### src/bsw_writer_defines.vh
`ifndef BSW_WRITER_DEFINES_VH
`define BSW_WRITER_DEFINES_VH

// status word field positions
`define BSW_DONE_BIT      15
`define BSW_ACTIVE_BIT    14
`define BSW_BUS_BIT       13
`define BSW_MISMATCH_BIT  12
`define BSW_LOW_MSB       11
`define BSW_RESET         16'h0000

// format flags in the control word
`define CW_MODE_BIT       2
`define CW_RTRT_BIT       1
`define CW_BCST_BIT       0

// command word fields
`define CMD_RTADDR_MSB    15
`define CMD_RTADDR_LSB    11
`define CMD_TR_BIT        10
`define CMD_SUBADDR_MSB   9
`define CMD_SUBADDR_LSB   5
`define CMD_BCST_ADDR     5'h1F
`define CMD_MODE_SA_LO    5'h00
`define CMD_MODE_SA_HI    5'h1F

// word offsets inside the message control / status block
`define OFS_STATUS        16'h0001
`define OFS_TAG_LO        16'h0002
`define OFS_TAG_HI        16'h0003

`endif

### src/bsw_writer.v
`timescale 1ns/1ps
`include "bsw_writer_defines.vh"

// Behaviour
// - status word is written to the message block in ram after completion
// - bit 15 set when a message completes, with or without errors
// - on completion the current time tag is written to the block
// - bit 14 set at message start, cleared at message end
// - time tag stored into the block when bit 14 sets and clears
// - bit 13 records bus used: one for bus b, zero for bus a
// - bit 12 only active while format check enable is one
// - control word format flags compared with following command words
// - format mismatch sets bit 12 of the status word
// - status word lives in ram; host may read and write it
module bsw_writer (
  input  wire        clk,
  input  wire        arst_n,
  input  wire        msg_start,
  input  wire        msg_end,
  input  wire        bus_b,
  input  wire        format_check_enable,
  input  wire        time_tag_32bit,
  input  wire [31:0] time_tag,
  input  wire [15:0] block_base,
  input  wire [15:0] control_word,
  input  wire [15:0] command_word_1,
  input  wire [15:0] command_word_2,
  input  wire [11:0] error_bits,
  input  wire        ram_grant,
  output reg  [15:0] ram_addr,
  output reg  [15:0] ram_wdata,
  output reg         ram_we,
  output reg  [15:0] status_word,
  output reg         writer_busy
);

  localparam [1:0] ST_IDLE   = 2'b00;
  localparam [1:0] ST_STATUS = 2'b01;
  localparam [1:0] ST_TAG_LO = 2'b10;
  localparam [1:0] ST_TAG_HI = 2'b11;

  ////////////////////////////////////////////////////////////////////////////

  function [15:0] word_addr;
    input [15:0] base;
    input [15:0] ofs;
    begin
      word_addr = base + ofs;
    end
  endfunction

  function sa_is_mode;
    input [15:0] cmd;
    reg   [4:0]  sa;
    begin
      sa = cmd[`CMD_SUBADDR_MSB:`CMD_SUBADDR_LSB];
      sa_is_mode = (sa == `CMD_MODE_SA_LO) || (sa == `CMD_MODE_SA_HI);
    end
  endfunction

  // format implied by the command words, laid out like the control flags
  function [2:0] cmd_format;
    input [15:0] cmd1;
    input [15:0] cmd2;
    reg          rtrt;
    begin
      rtrt = !cmd1[`CMD_TR_BIT] && cmd2[`CMD_TR_BIT] && !sa_is_mode(cmd2);
      cmd_format = 3'b000;
      cmd_format[`CW_MODE_BIT] = sa_is_mode(cmd1);
      cmd_format[`CW_RTRT_BIT] = rtrt;
      cmd_format[`CW_BCST_BIT] =
        (cmd1[`CMD_RTADDR_MSB:`CMD_RTADDR_LSB] == `CMD_BCST_ADDR);
    end
  endfunction

  ////////////////////////////////////////////////////////////////////////////

  reg  [1:0]  state_reg;
  reg  [1:0]  state_next;
  reg  [15:0] base_reg;
  reg         bus_reg;
  reg         mismatch_reg;
  reg  [31:0] tag_reg;
  reg         wide_reg;
  reg         pend_end_reg;
  reg  [31:0] pend_tag_reg;
  reg  [11:0] pend_err_reg;

  wire [2:0]  ctl_fmt;
  wire [2:0]  cmd_fmt;
  wire        fmt_differs;
  wire        check_hit;
  wire        is_idle;
  wire        launch_end;
  wire        take_start;
  wire        begin_seq;
  wire [15:0] start_word;
  wire [15:0] end_word;
  wire [15:0] first_addr;
  wire [15:0] first_word;
  wire [15:0] tag_lo_addr;
  wire [15:0] tag_hi_addr;

  ////////////////////////////////////////////////////////////////////////////
  // format check

  assign ctl_fmt = {control_word[`CW_MODE_BIT],
                    control_word[`CW_RTRT_BIT],
                    control_word[`CW_BCST_BIT]};

  // command words decoded into the same bit layout as the control flags
  assign cmd_fmt = cmd_format(command_word_1, command_word_2);

  // flags compared field by field against the command words
  assign fmt_differs = (ctl_fmt != cmd_fmt);

  // enable sampled at start so a mid-message change cannot flag it
  assign check_hit = format_check_enable && fmt_differs;

  ////////////////////////////////////////////////////////////////////////////
  // sequence launch

  assign is_idle = (state_reg == ST_IDLE);

  // an end seen while a write runs waits for the idle state
  assign launch_end = is_idle && pend_end_reg;

  // a queued end goes first; a start while busy is dropped
  assign take_start = is_idle && !pend_end_reg && msg_start;

  assign begin_seq = launch_end || take_start;

  // start word: active flag set, done clear, bus bit from bus_b, lower flags zero
  assign start_word = {1'b0, 1'b1, bus_b, 1'b0, 12'h000};

  // end word: done set, active cleared, mismatch and errors filled in
  assign end_word = {1'b1, 1'b0, bus_reg, mismatch_reg,
                     pend_err_reg};

  // the end word goes to the block saved at start, not the current base
  assign first_addr = launch_end ? word_addr(base_reg, `OFS_STATUS) :
                                   word_addr(block_base, `OFS_STATUS);

  assign first_word = launch_end ? end_word : start_word;

  // tag words paired low first at fixed offsets in the block
  assign tag_lo_addr = word_addr(base_reg, `OFS_TAG_LO);
  assign tag_hi_addr = word_addr(base_reg, `OFS_TAG_HI);

  ////////////////////////////////////////////////////////////////////////////
  // write sequence: status word, tag low, then tag high if wide

  always @* begin
    state_next = state_reg;
    case (state_reg)
      ST_IDLE: begin
        if (begin_seq) begin
          state_next = ST_STATUS;
        end
      end
      // each word waits in its state until the ram grants it
      ST_STATUS: begin
        if (ram_grant) begin
          state_next = ST_TAG_LO;
        end
      end
      ST_TAG_LO: begin
        if (ram_grant) begin
          state_next = wide_reg ? ST_TAG_HI : ST_IDLE;
        end
      end
      ST_TAG_HI: begin
        if (ram_grant) begin
          state_next = ST_IDLE;
        end
      end
      default: begin
        state_next = ST_IDLE;
      end
    endcase
  end

  always @(posedge clk or negedge arst_n) begin
    if (!arst_n) begin
      state_reg <= ST_IDLE;
    end else begin
      state_reg <= state_next;
    end
  end

  ////////////////////////////////////////////////////////////////////////////
  // message context
  // limitation: only one end is queued; a second one before launch
  // overwrites the first snapshot

  // end event captured even when it lands in a busy cycle;
  // an end in the launch cycle re-arms the flag, so the set wins
  always @(posedge clk or negedge arst_n) begin
    if (!arst_n) begin
      pend_end_reg <= 1'b0;
      pend_tag_reg <= 32'h00000000;
      pend_err_reg <= 12'h000;
    end else begin
      if (msg_end) begin
        pend_end_reg <= 1'b1;
        pend_tag_reg <= time_tag;
        pend_err_reg <= error_bits;
      end else if (launch_end) begin
        pend_end_reg <= 1'b0;
      end
    end
  end

  // start fields held until the end word is built
  always @(posedge clk or negedge arst_n) begin
    if (!arst_n) begin
      base_reg     <= 16'h0000;
      bus_reg      <= 1'b0;
      mismatch_reg <= 1'b0;
    end else begin
      if (take_start) begin
        base_reg     <= block_base;
        bus_reg      <= bus_b;
        mismatch_reg <= check_hit;
      end
    end
  end

  // tag snapshot and word count for the running sequence
  always @(posedge clk or negedge arst_n) begin
    if (!arst_n) begin
      tag_reg  <= 32'h00000000;
      wide_reg <= 1'b0;
    end else begin
      if (launch_end) begin
        tag_reg  <= pend_tag_reg;
        wide_reg <= time_tag_32bit;
      end else if (take_start) begin
        tag_reg  <= time_tag;
        wide_reg <= time_tag_32bit;
      end
    end
  end

  ////////////////////////////////////////////////////////////////////////////
  // outputs

  // busy follows the next state so it rises with the first write
  always @(posedge clk or negedge arst_n) begin
    if (!arst_n) begin
      writer_busy <= 1'b0;
    end else begin
      writer_busy <= (state_next != ST_IDLE);
    end
  end

  // whole word rewritten: host edits to it are overwritten
  always @(posedge clk or negedge arst_n) begin
    if (!arst_n) begin
      status_word <= `BSW_RESET;
    end else if (begin_seq) begin
      status_word <= first_word;
    end
  end

  // ram write port; each word is held until the arbiter grants it
  always @(posedge clk or negedge arst_n) begin
    if (!arst_n) begin
      ram_addr  <= 16'h0000;
      ram_wdata <= 16'h0000;
      ram_we    <= 1'b0;
    end else begin
      case (state_next)
        ST_STATUS: begin
          ram_we <= 1'b1;
          if (is_idle) begin
            ram_addr  <= first_addr;
            ram_wdata <= first_word;
          end
        end
        ST_TAG_LO: begin
          ram_we    <= 1'b1;
          ram_addr  <= tag_lo_addr;
          ram_wdata <= tag_reg[15:0];
        end
        ST_TAG_HI: begin
          ram_we    <= 1'b1;
          ram_addr  <= tag_hi_addr;
          ram_wdata <= tag_reg[31:16];
        end
        default: begin
          ram_we <= 1'b0;
        end
      endcase
    end
  end

endmodule // bsw_writer

### config.mk
export PLATFORM = sky130hd
export DESIGN_NAME = bsw_writer
export DESIGN_NICKNAME = d
export VERILOG_FILES = /design/src/bsw_writer.v
export VERILOG_INCLUDE_DIRS = /design/src
export SDC_FILE = /design/constraint.sdc
export NUM_CORES = 1
export LEC_CHECK = 0
export BUFFER_PORTS_ARGS = -buffer_cell sky130_fd_sc_hd__buf_2
export CAP_MARGIN = 30
export CORE_MARGIN = 2
export CORE_UTILIZATION = 54
export CTS_CLUSTER_SIZE = 16
export DETAILED_ROUTE_END_ITERATION = 10
export GPL_TIMING_DRIVEN = 0
export PLACE_DENSITY = 0.9
export SYNTH_ARGS = -nofsm -noshare
export SYNTH_HDL_FRONTEND = slang
export SYNTH_SLANG_ARGS = --single-unit
export TNS_END_PERCENT = 20
### constraint.sdc
create_clock -name clk -period 3.2 [get_ports clk]
set_input_delay 0.8 -clock clk [delete_from_list [all_inputs] [get_ports clk]]
set_output_delay 0.8 -clock clk [all_outputs]
set_load 0.03 [all_outputs]
# == Yosys cells after proc, flatten, opt, wreduce, memory -nomap -nowiden ==
# Cells that the tools add are included.
# word_totals
reg_bits,148
input_bits,116
out_inout_bits,50
wordCells,69
# op_classes
n_addsub,4
eq_ne,11
n_mux,19
n_reduce_logical,21
# ops
cell,n
16-bit one-hot mux with 3 select lines,2
16-bit two-way mux,4
32-bit two-way mux,2
16-bit by 1-bit adder with 16-bit output (second input constant),2
16-bit by 2-bit adder with 16-bit output (second input constant),2
5-bit equality test (second input constant),3
5-bit zero test,2
2-bit two-way mux,5
2-bit equality test (second input constant),4
2-bit one-hot mux with 4 select lines,1
1-bit logical AND,6
2-bit nonzero test,3
1-bit two-way mux,5
2-bit by 1-bit equality test with 1-bit output (second input constant),2
1-bit zero test,3
1-bit logical OR,3
3-bit != test,1
3-bit nonzero test,1
3-bit OR reduction,1
2-bit zero test,1
2-bit != test (second input constant),1
2-bit AND reduction,1

# == Longest topological paths before layout ==
# logic_depth
ltp_word,9
mapped_depth,14
depth_no_buf,10

# == Worst setup path before layout ==
# No wires, ideal clock.
# synth_path
kind,reg2reg
startpoint,reg state_reg[1]
endpoint,reg ram_addr[8]
t_arrival_ns,2.589
required_ns,3.074
setup_slack_ns,0.485
stages_incl_launch_ff,13
n_path_buf,4
period_less_slack_ns,2.715
path_cell_list,dfrtp_1 > or3b_1 > buf_6 > buf_2 > clkbuf_1 > o21ai_0 > ha_1 > clkbuf_1 > nand2_1 > a21oi_1 > xnor2_1 > nor3_1 > o32a_1
# synth_via
elab_chain_len,9
elab_cells_between_ends,22
cone_classes,eq/ne: 7; mux: 8; reduce/logical: 7
# synth_lines
element,line_no,rtl
start: declaration,bsw_writer.v:78,reg [1:0] state_reg;
start signal: assignment,bsw_writer.v:187,state_reg <= state_next;
2-bit zero test,"bsw_writer.v:123, bsw_writer.v:155",
1-bit logical AND (2 in a row),bsw_writer.v:129,assign take_start = is_idle && !pend_end_reg && msg_start;
1-bit logical OR,bsw_writer.v:131,assign begin_seq = launch_end || take_start;
2-bit two-way mux,bsw_writer.v:157,if (begin_seq) begin
2-bit one-hot mux with 4 select lines,bsw_writer.v:155,case (state_reg)
2-bit by 1-bit equality test with 1-bit output / 2-bit equality test (equally long branches),bsw_writer.v:273,case (state_next)
2-bit != test (no source line) / 3-bit nonzero test (equally long branches),-,
2-bit AND reduction (no source line),-,
end signal: assignment,bsw_writer.v:277,ram_addr <= first_addr;
end signal: assignment,bsw_writer.v:283,ram_addr <= tag_lo_addr;
end signal: assignment,bsw_writer.v:288,ram_addr <= tag_hi_addr;
end: declaration,bsw_writer.v:30,"output reg [15:0] ram_addr,"
# Several ways; a longest one is shown, not always the timed one. The select of a mux whose other input is x is not followed.
# A chain may end at the register's enable or synchronous reset.

# == Final worst setup path ==
# layout_path
startpoint,reg state_reg[1]
endpoint,reg status_word[2]
# layout_via
elab_chain_len,4
elab_cells_between_ends,6
cone_classes,mux: 1; reduce/logical: 5
# layout_lines
element,line_no,rtl
2-bit zero test (*),bsw_writer.v:123,assign is_idle = (state_reg == ST_IDLE);
1-bit logical AND (2 in a row),bsw_writer.v:129,
1-bit logical OR,bsw_writer.v:131,
end signal: assignment,bsw_writer.v:260,status_word <= `BSW_RESET;
end signal: assignment,bsw_writer.v:262,status_word <= first_word;
end: declaration,bsw_writer.v:33,"output reg [15:0] status_word,"
# Every way passes the cells marked *; elsewhere a longest branch is shown, timed or not.

==> run summary <==
========================================================================================
Synth top area cells                                                        sky130_fd_sc_hd__dfrtp_1, sky130_fd_sc_hd__mux2_2, sky130_fd_sc_hd__mux2i_1
Worst slack, placed                                                            -0.357 ns
Area added between synthesis and finish                                            21.7%
Die X-Extent                                                                      120 µm
Worst hold margin                                                               0.366 ns
Maximum number of buffers from clock root to sink                                      2
Post-synth top flop                                                         sky130_fd_sc_hd__dfrtp_1
Most common cell in the netlist                                             sky130_fd_sc_hd__dfrtp_1
Ranking of synthesized cells by instance count                              sky130_fd_sc_hd__dfrtp_1, sky130_fd_sc_hd__nand2_1, sky130_fd_sc_hd__mux2_2, sky130_fd_sc_hd__o21ai_0, sky130_fd_sc_hd__nor2_1
Row count                                                                             42
Routability congestion estimate from global placement                              0.964
FFs w/ async S/R, synth                                                             1.00
CP required                                                                      3.56 ns
Part of the total power dissipated in the clock network                            0.218
Total power                                                                      9.86 mW
Core Footprint                                                                 13200 µm²
CP endpoint kind                                                               flip-flop
Portion of synthesized cell area occupied by the leading cell type                 0.507
Synth cell types                                                                      64
Critical Setup Path Class                                                     reg -> reg
Peak VDD IR                                                                   0.000670 V
Setup-failing EPs final                                                                0
Vias after detailed routing                                                         6512
Hold crit path type                                                          in -> async
Post-detailed-routing wire length                                               21500 µm
Wire length of the first global-routing pass                                    34400 µm
Share of synthesized area occupied by flip-flops and latches                       0.507
Power per standard cell area                                                 1120 nW/µm²
Effective utilization at floorplan                                                 0.550
Total global-route track usage                                                     0.313
Largest fanout on the critical path                                                   10
Number of DRC violations after detailed routing                                        0
Leak                                                                             3.89 nW
Number of nets in the final layout                                                   966
Internal Power                                                                   5.51 mW
Pin count of the biggest net entering global routing                                  78
Crit path time final                                                             3.00 ns
Synth Warn #                                                                           0
Fraction of met3 tracks used by global routing                                     0.100
Slew Viols, Final                                                                      0
Worst setup slack after layout                                                  0.198 ns
Number of violations reported at the end of detailed-routing iteration 0             703
Portion of the clock cycle consumed by the worst path in the final layout          0.938
CTS H-tree lvls                                                                        4
Startpoint type of the worst setup path                                        flip-flop
Pre-Repair DR Iteration Count                                                          6
Number of antenna violations at the first check in global routing                      0
Clock-pin slew of the registers on the worst-case setup and hold paths           0.06 ns
Area of the mapped netlist                                                      7250 µm²
Share of final-layout standard cells stronger than drive strength 1                0.282
Combinational power share                                                          0.467
Share of total power consumed by net switching                                     0.441
Num CTS Buffers                                                                       17
Gr busiest metal                                                                    met2
Syn Area/Cell                                                                   10.5 µm²
Average wire length per cell after detail routing                                20.8 µm
Number of synthesized register bits                                                  147
Number of sinks on the clock net                                                     147
Final HPWL DP                                                                   15200 µm
Switching Power                                                                  4.35 mW
Top achievable clock speed                                                     0.333 GHz
Number of max-cap violations                                                           0
Final total negative setup slack                                                    0 ns
Count of buffers from port buffering                                                 136
Setup repair after global routing missed its margin                                false
Post-layout util                                                                   0.669
Remaining number of nets flagged by the antenna check after routing                    0
Grt total ovfl                                                                         0
Sequential share of power                                                          0.315
Post-Syn Instances                                                                   691
Root buf cell                                                               sky130_fd_sc_hd__clkbuf_16
Grt met2 use                                                                       0.475
Worst-margin pin slew                                                           0.731 ns
DIE HEIGHT                                                                        120 µm
Met1 track demand over resource                                                    0.409
Library cell occupying the most area in the post-synthesis netlist          sky130_fd_sc_hd__dfrtp_1
Post-Route Skew                                                               0.00745 ns
Headroom to the max-slew limit                                                     0.509
TritonCTS clock tree                                                                done
Boundary Pins                                                                        166
Data arrival time of the worst path                                              3.36 ns
Final Hold Viols                                                                       0
Ant. Diodes                                                                            0
Status                                                                      finished, final reports clean
Number of synthesized flops with an enable pin                                         0
Die area                                                                       14400 µm²
Via count of the first global-routing pass                                          6451
Average vias per placed instance                                                    6.30
Net count of the mapped netlist                                                      811
Worst-Skew Late Latency                                                          0.43 ns
========================================================================================
metal layers:
layer  share of wire  vias up  wire, µm
li1                -     2837         -
met1            0.39     3198      8390
met2            0.46      397      9840
met3            0.11       80      2350
met4           0.043        0       924
met5               0        -         0
cell families (layout without fill, tap and decap cells):
kind of cell,after synthesis,in the layout,share of synthesized area
simple gates,183,183,0.119
buf+inv,70,237,0.0395
xor+xnor,25,25,0.0302
flops,147,147,0.507
fa+ha+maj,4,4,0.00690
compound gates,172,172,0.163
mux,90,90,0.134
metrics by stage:
stage | std cells | instance area (µm²)
global placement | 1003 | 8150
floorplan | 691 | 7250
detailed placement | 1005 | 8190
CTS | 1035 | 8830
global route | 1034 | 8830
finish | 1034 | 8830
power by group through the flow:
stage | clock network (mW) | logic [mW] | registers (mW)
CTS | 2.15 | 4.54 | 3.09
finish | 2.15 | 4.60 | 3.11
global route | 2.23 | 4.99 | 3.17
detailed placement | 0 | 4.48 | 3.10
floorplan | 0 | 2.53 | 3.55
global placement | 0 | 4.33 | 3.08
worst max-delay path: stages, from the launching register on:
cell and delay, ns:
sky130_fd_sc_hd__dfrtp_1 0.42, sky130_fd_sc_hd__buf_2 0.20, sky130_fd_sc_hd__nor3b_1 0.59, sky130_fd_sc_hd__buf_2 0.36, sky130_fd_sc_hd__buf_1 0.58, sky130_fd_sc_hd__buf_1 0.54, sky130_fd_sc_hd__a22o_1 0.25
path summary, 6_finish.rpt:
kind                       cells past startpoint         endpoint          from  slack [ns]
min reg2reg                                    2      ram_addr[9]   ram_addr[9]        0.47
min                                            1  pend_err_reg[0]        arst_n        0.37
min in group clk                               2      ram_addr[9]   ram_addr[9]        0.47
max in group asynchronous                      2     ram_addr[15]        arst_n        2.05
max reg2reg                                    6   status_word[2]  state_reg[1]        0.20
max                                            6   status_word[2]  state_reg[1]        0.20
what timing repair did:
action                     CTS  global route
setup buffers                0             0
pin swaps                    1             0
setup endpoints to repair    6             4
gates resized for setup      2             1
hold buffers                 0             0
final cells by class:
cell class              count  area [µm²]
fillers                  1010        4360
flip-flops and latches    147        3680
multi-input cells         474        3300
repair buffers            138         722
clock buffers              21         460
well taps                 176         220
plain buffers              50         211
clock inverters            10         170
inverters                  18        67.6
cell usage in the layout (no fill, tap or decap), drive strengths merged, types with 3 or more instances in the layout:
cell type  netlist  routed
a21oi           32      32
a221oi           6       6
a222oi          22      22
a22o            13      13
a31oi            5       5
and3             8       8
buf             17     155
bufinv           0       4
clkbuf          35      54
dfrtp          147     147
ha               4       4
inv             18      21
mux2            59      59
mux2i           31      31
nand2           64      64
nand2b           5       5
nand3           14      14
nand4            4       4
nor2            48      48
nor2b            3       3
nor3             9       9
nor4             6       6
o211ai           5       5
o21a             3       3
o21ai           54      54
o221ai           3       3
o22ai            5       5
o32a             3       3
or3              7       7
or4              3       3
xnor2           15      15
xor2            10      10
No activity file was read; power rests on OpenSTA's default activity.
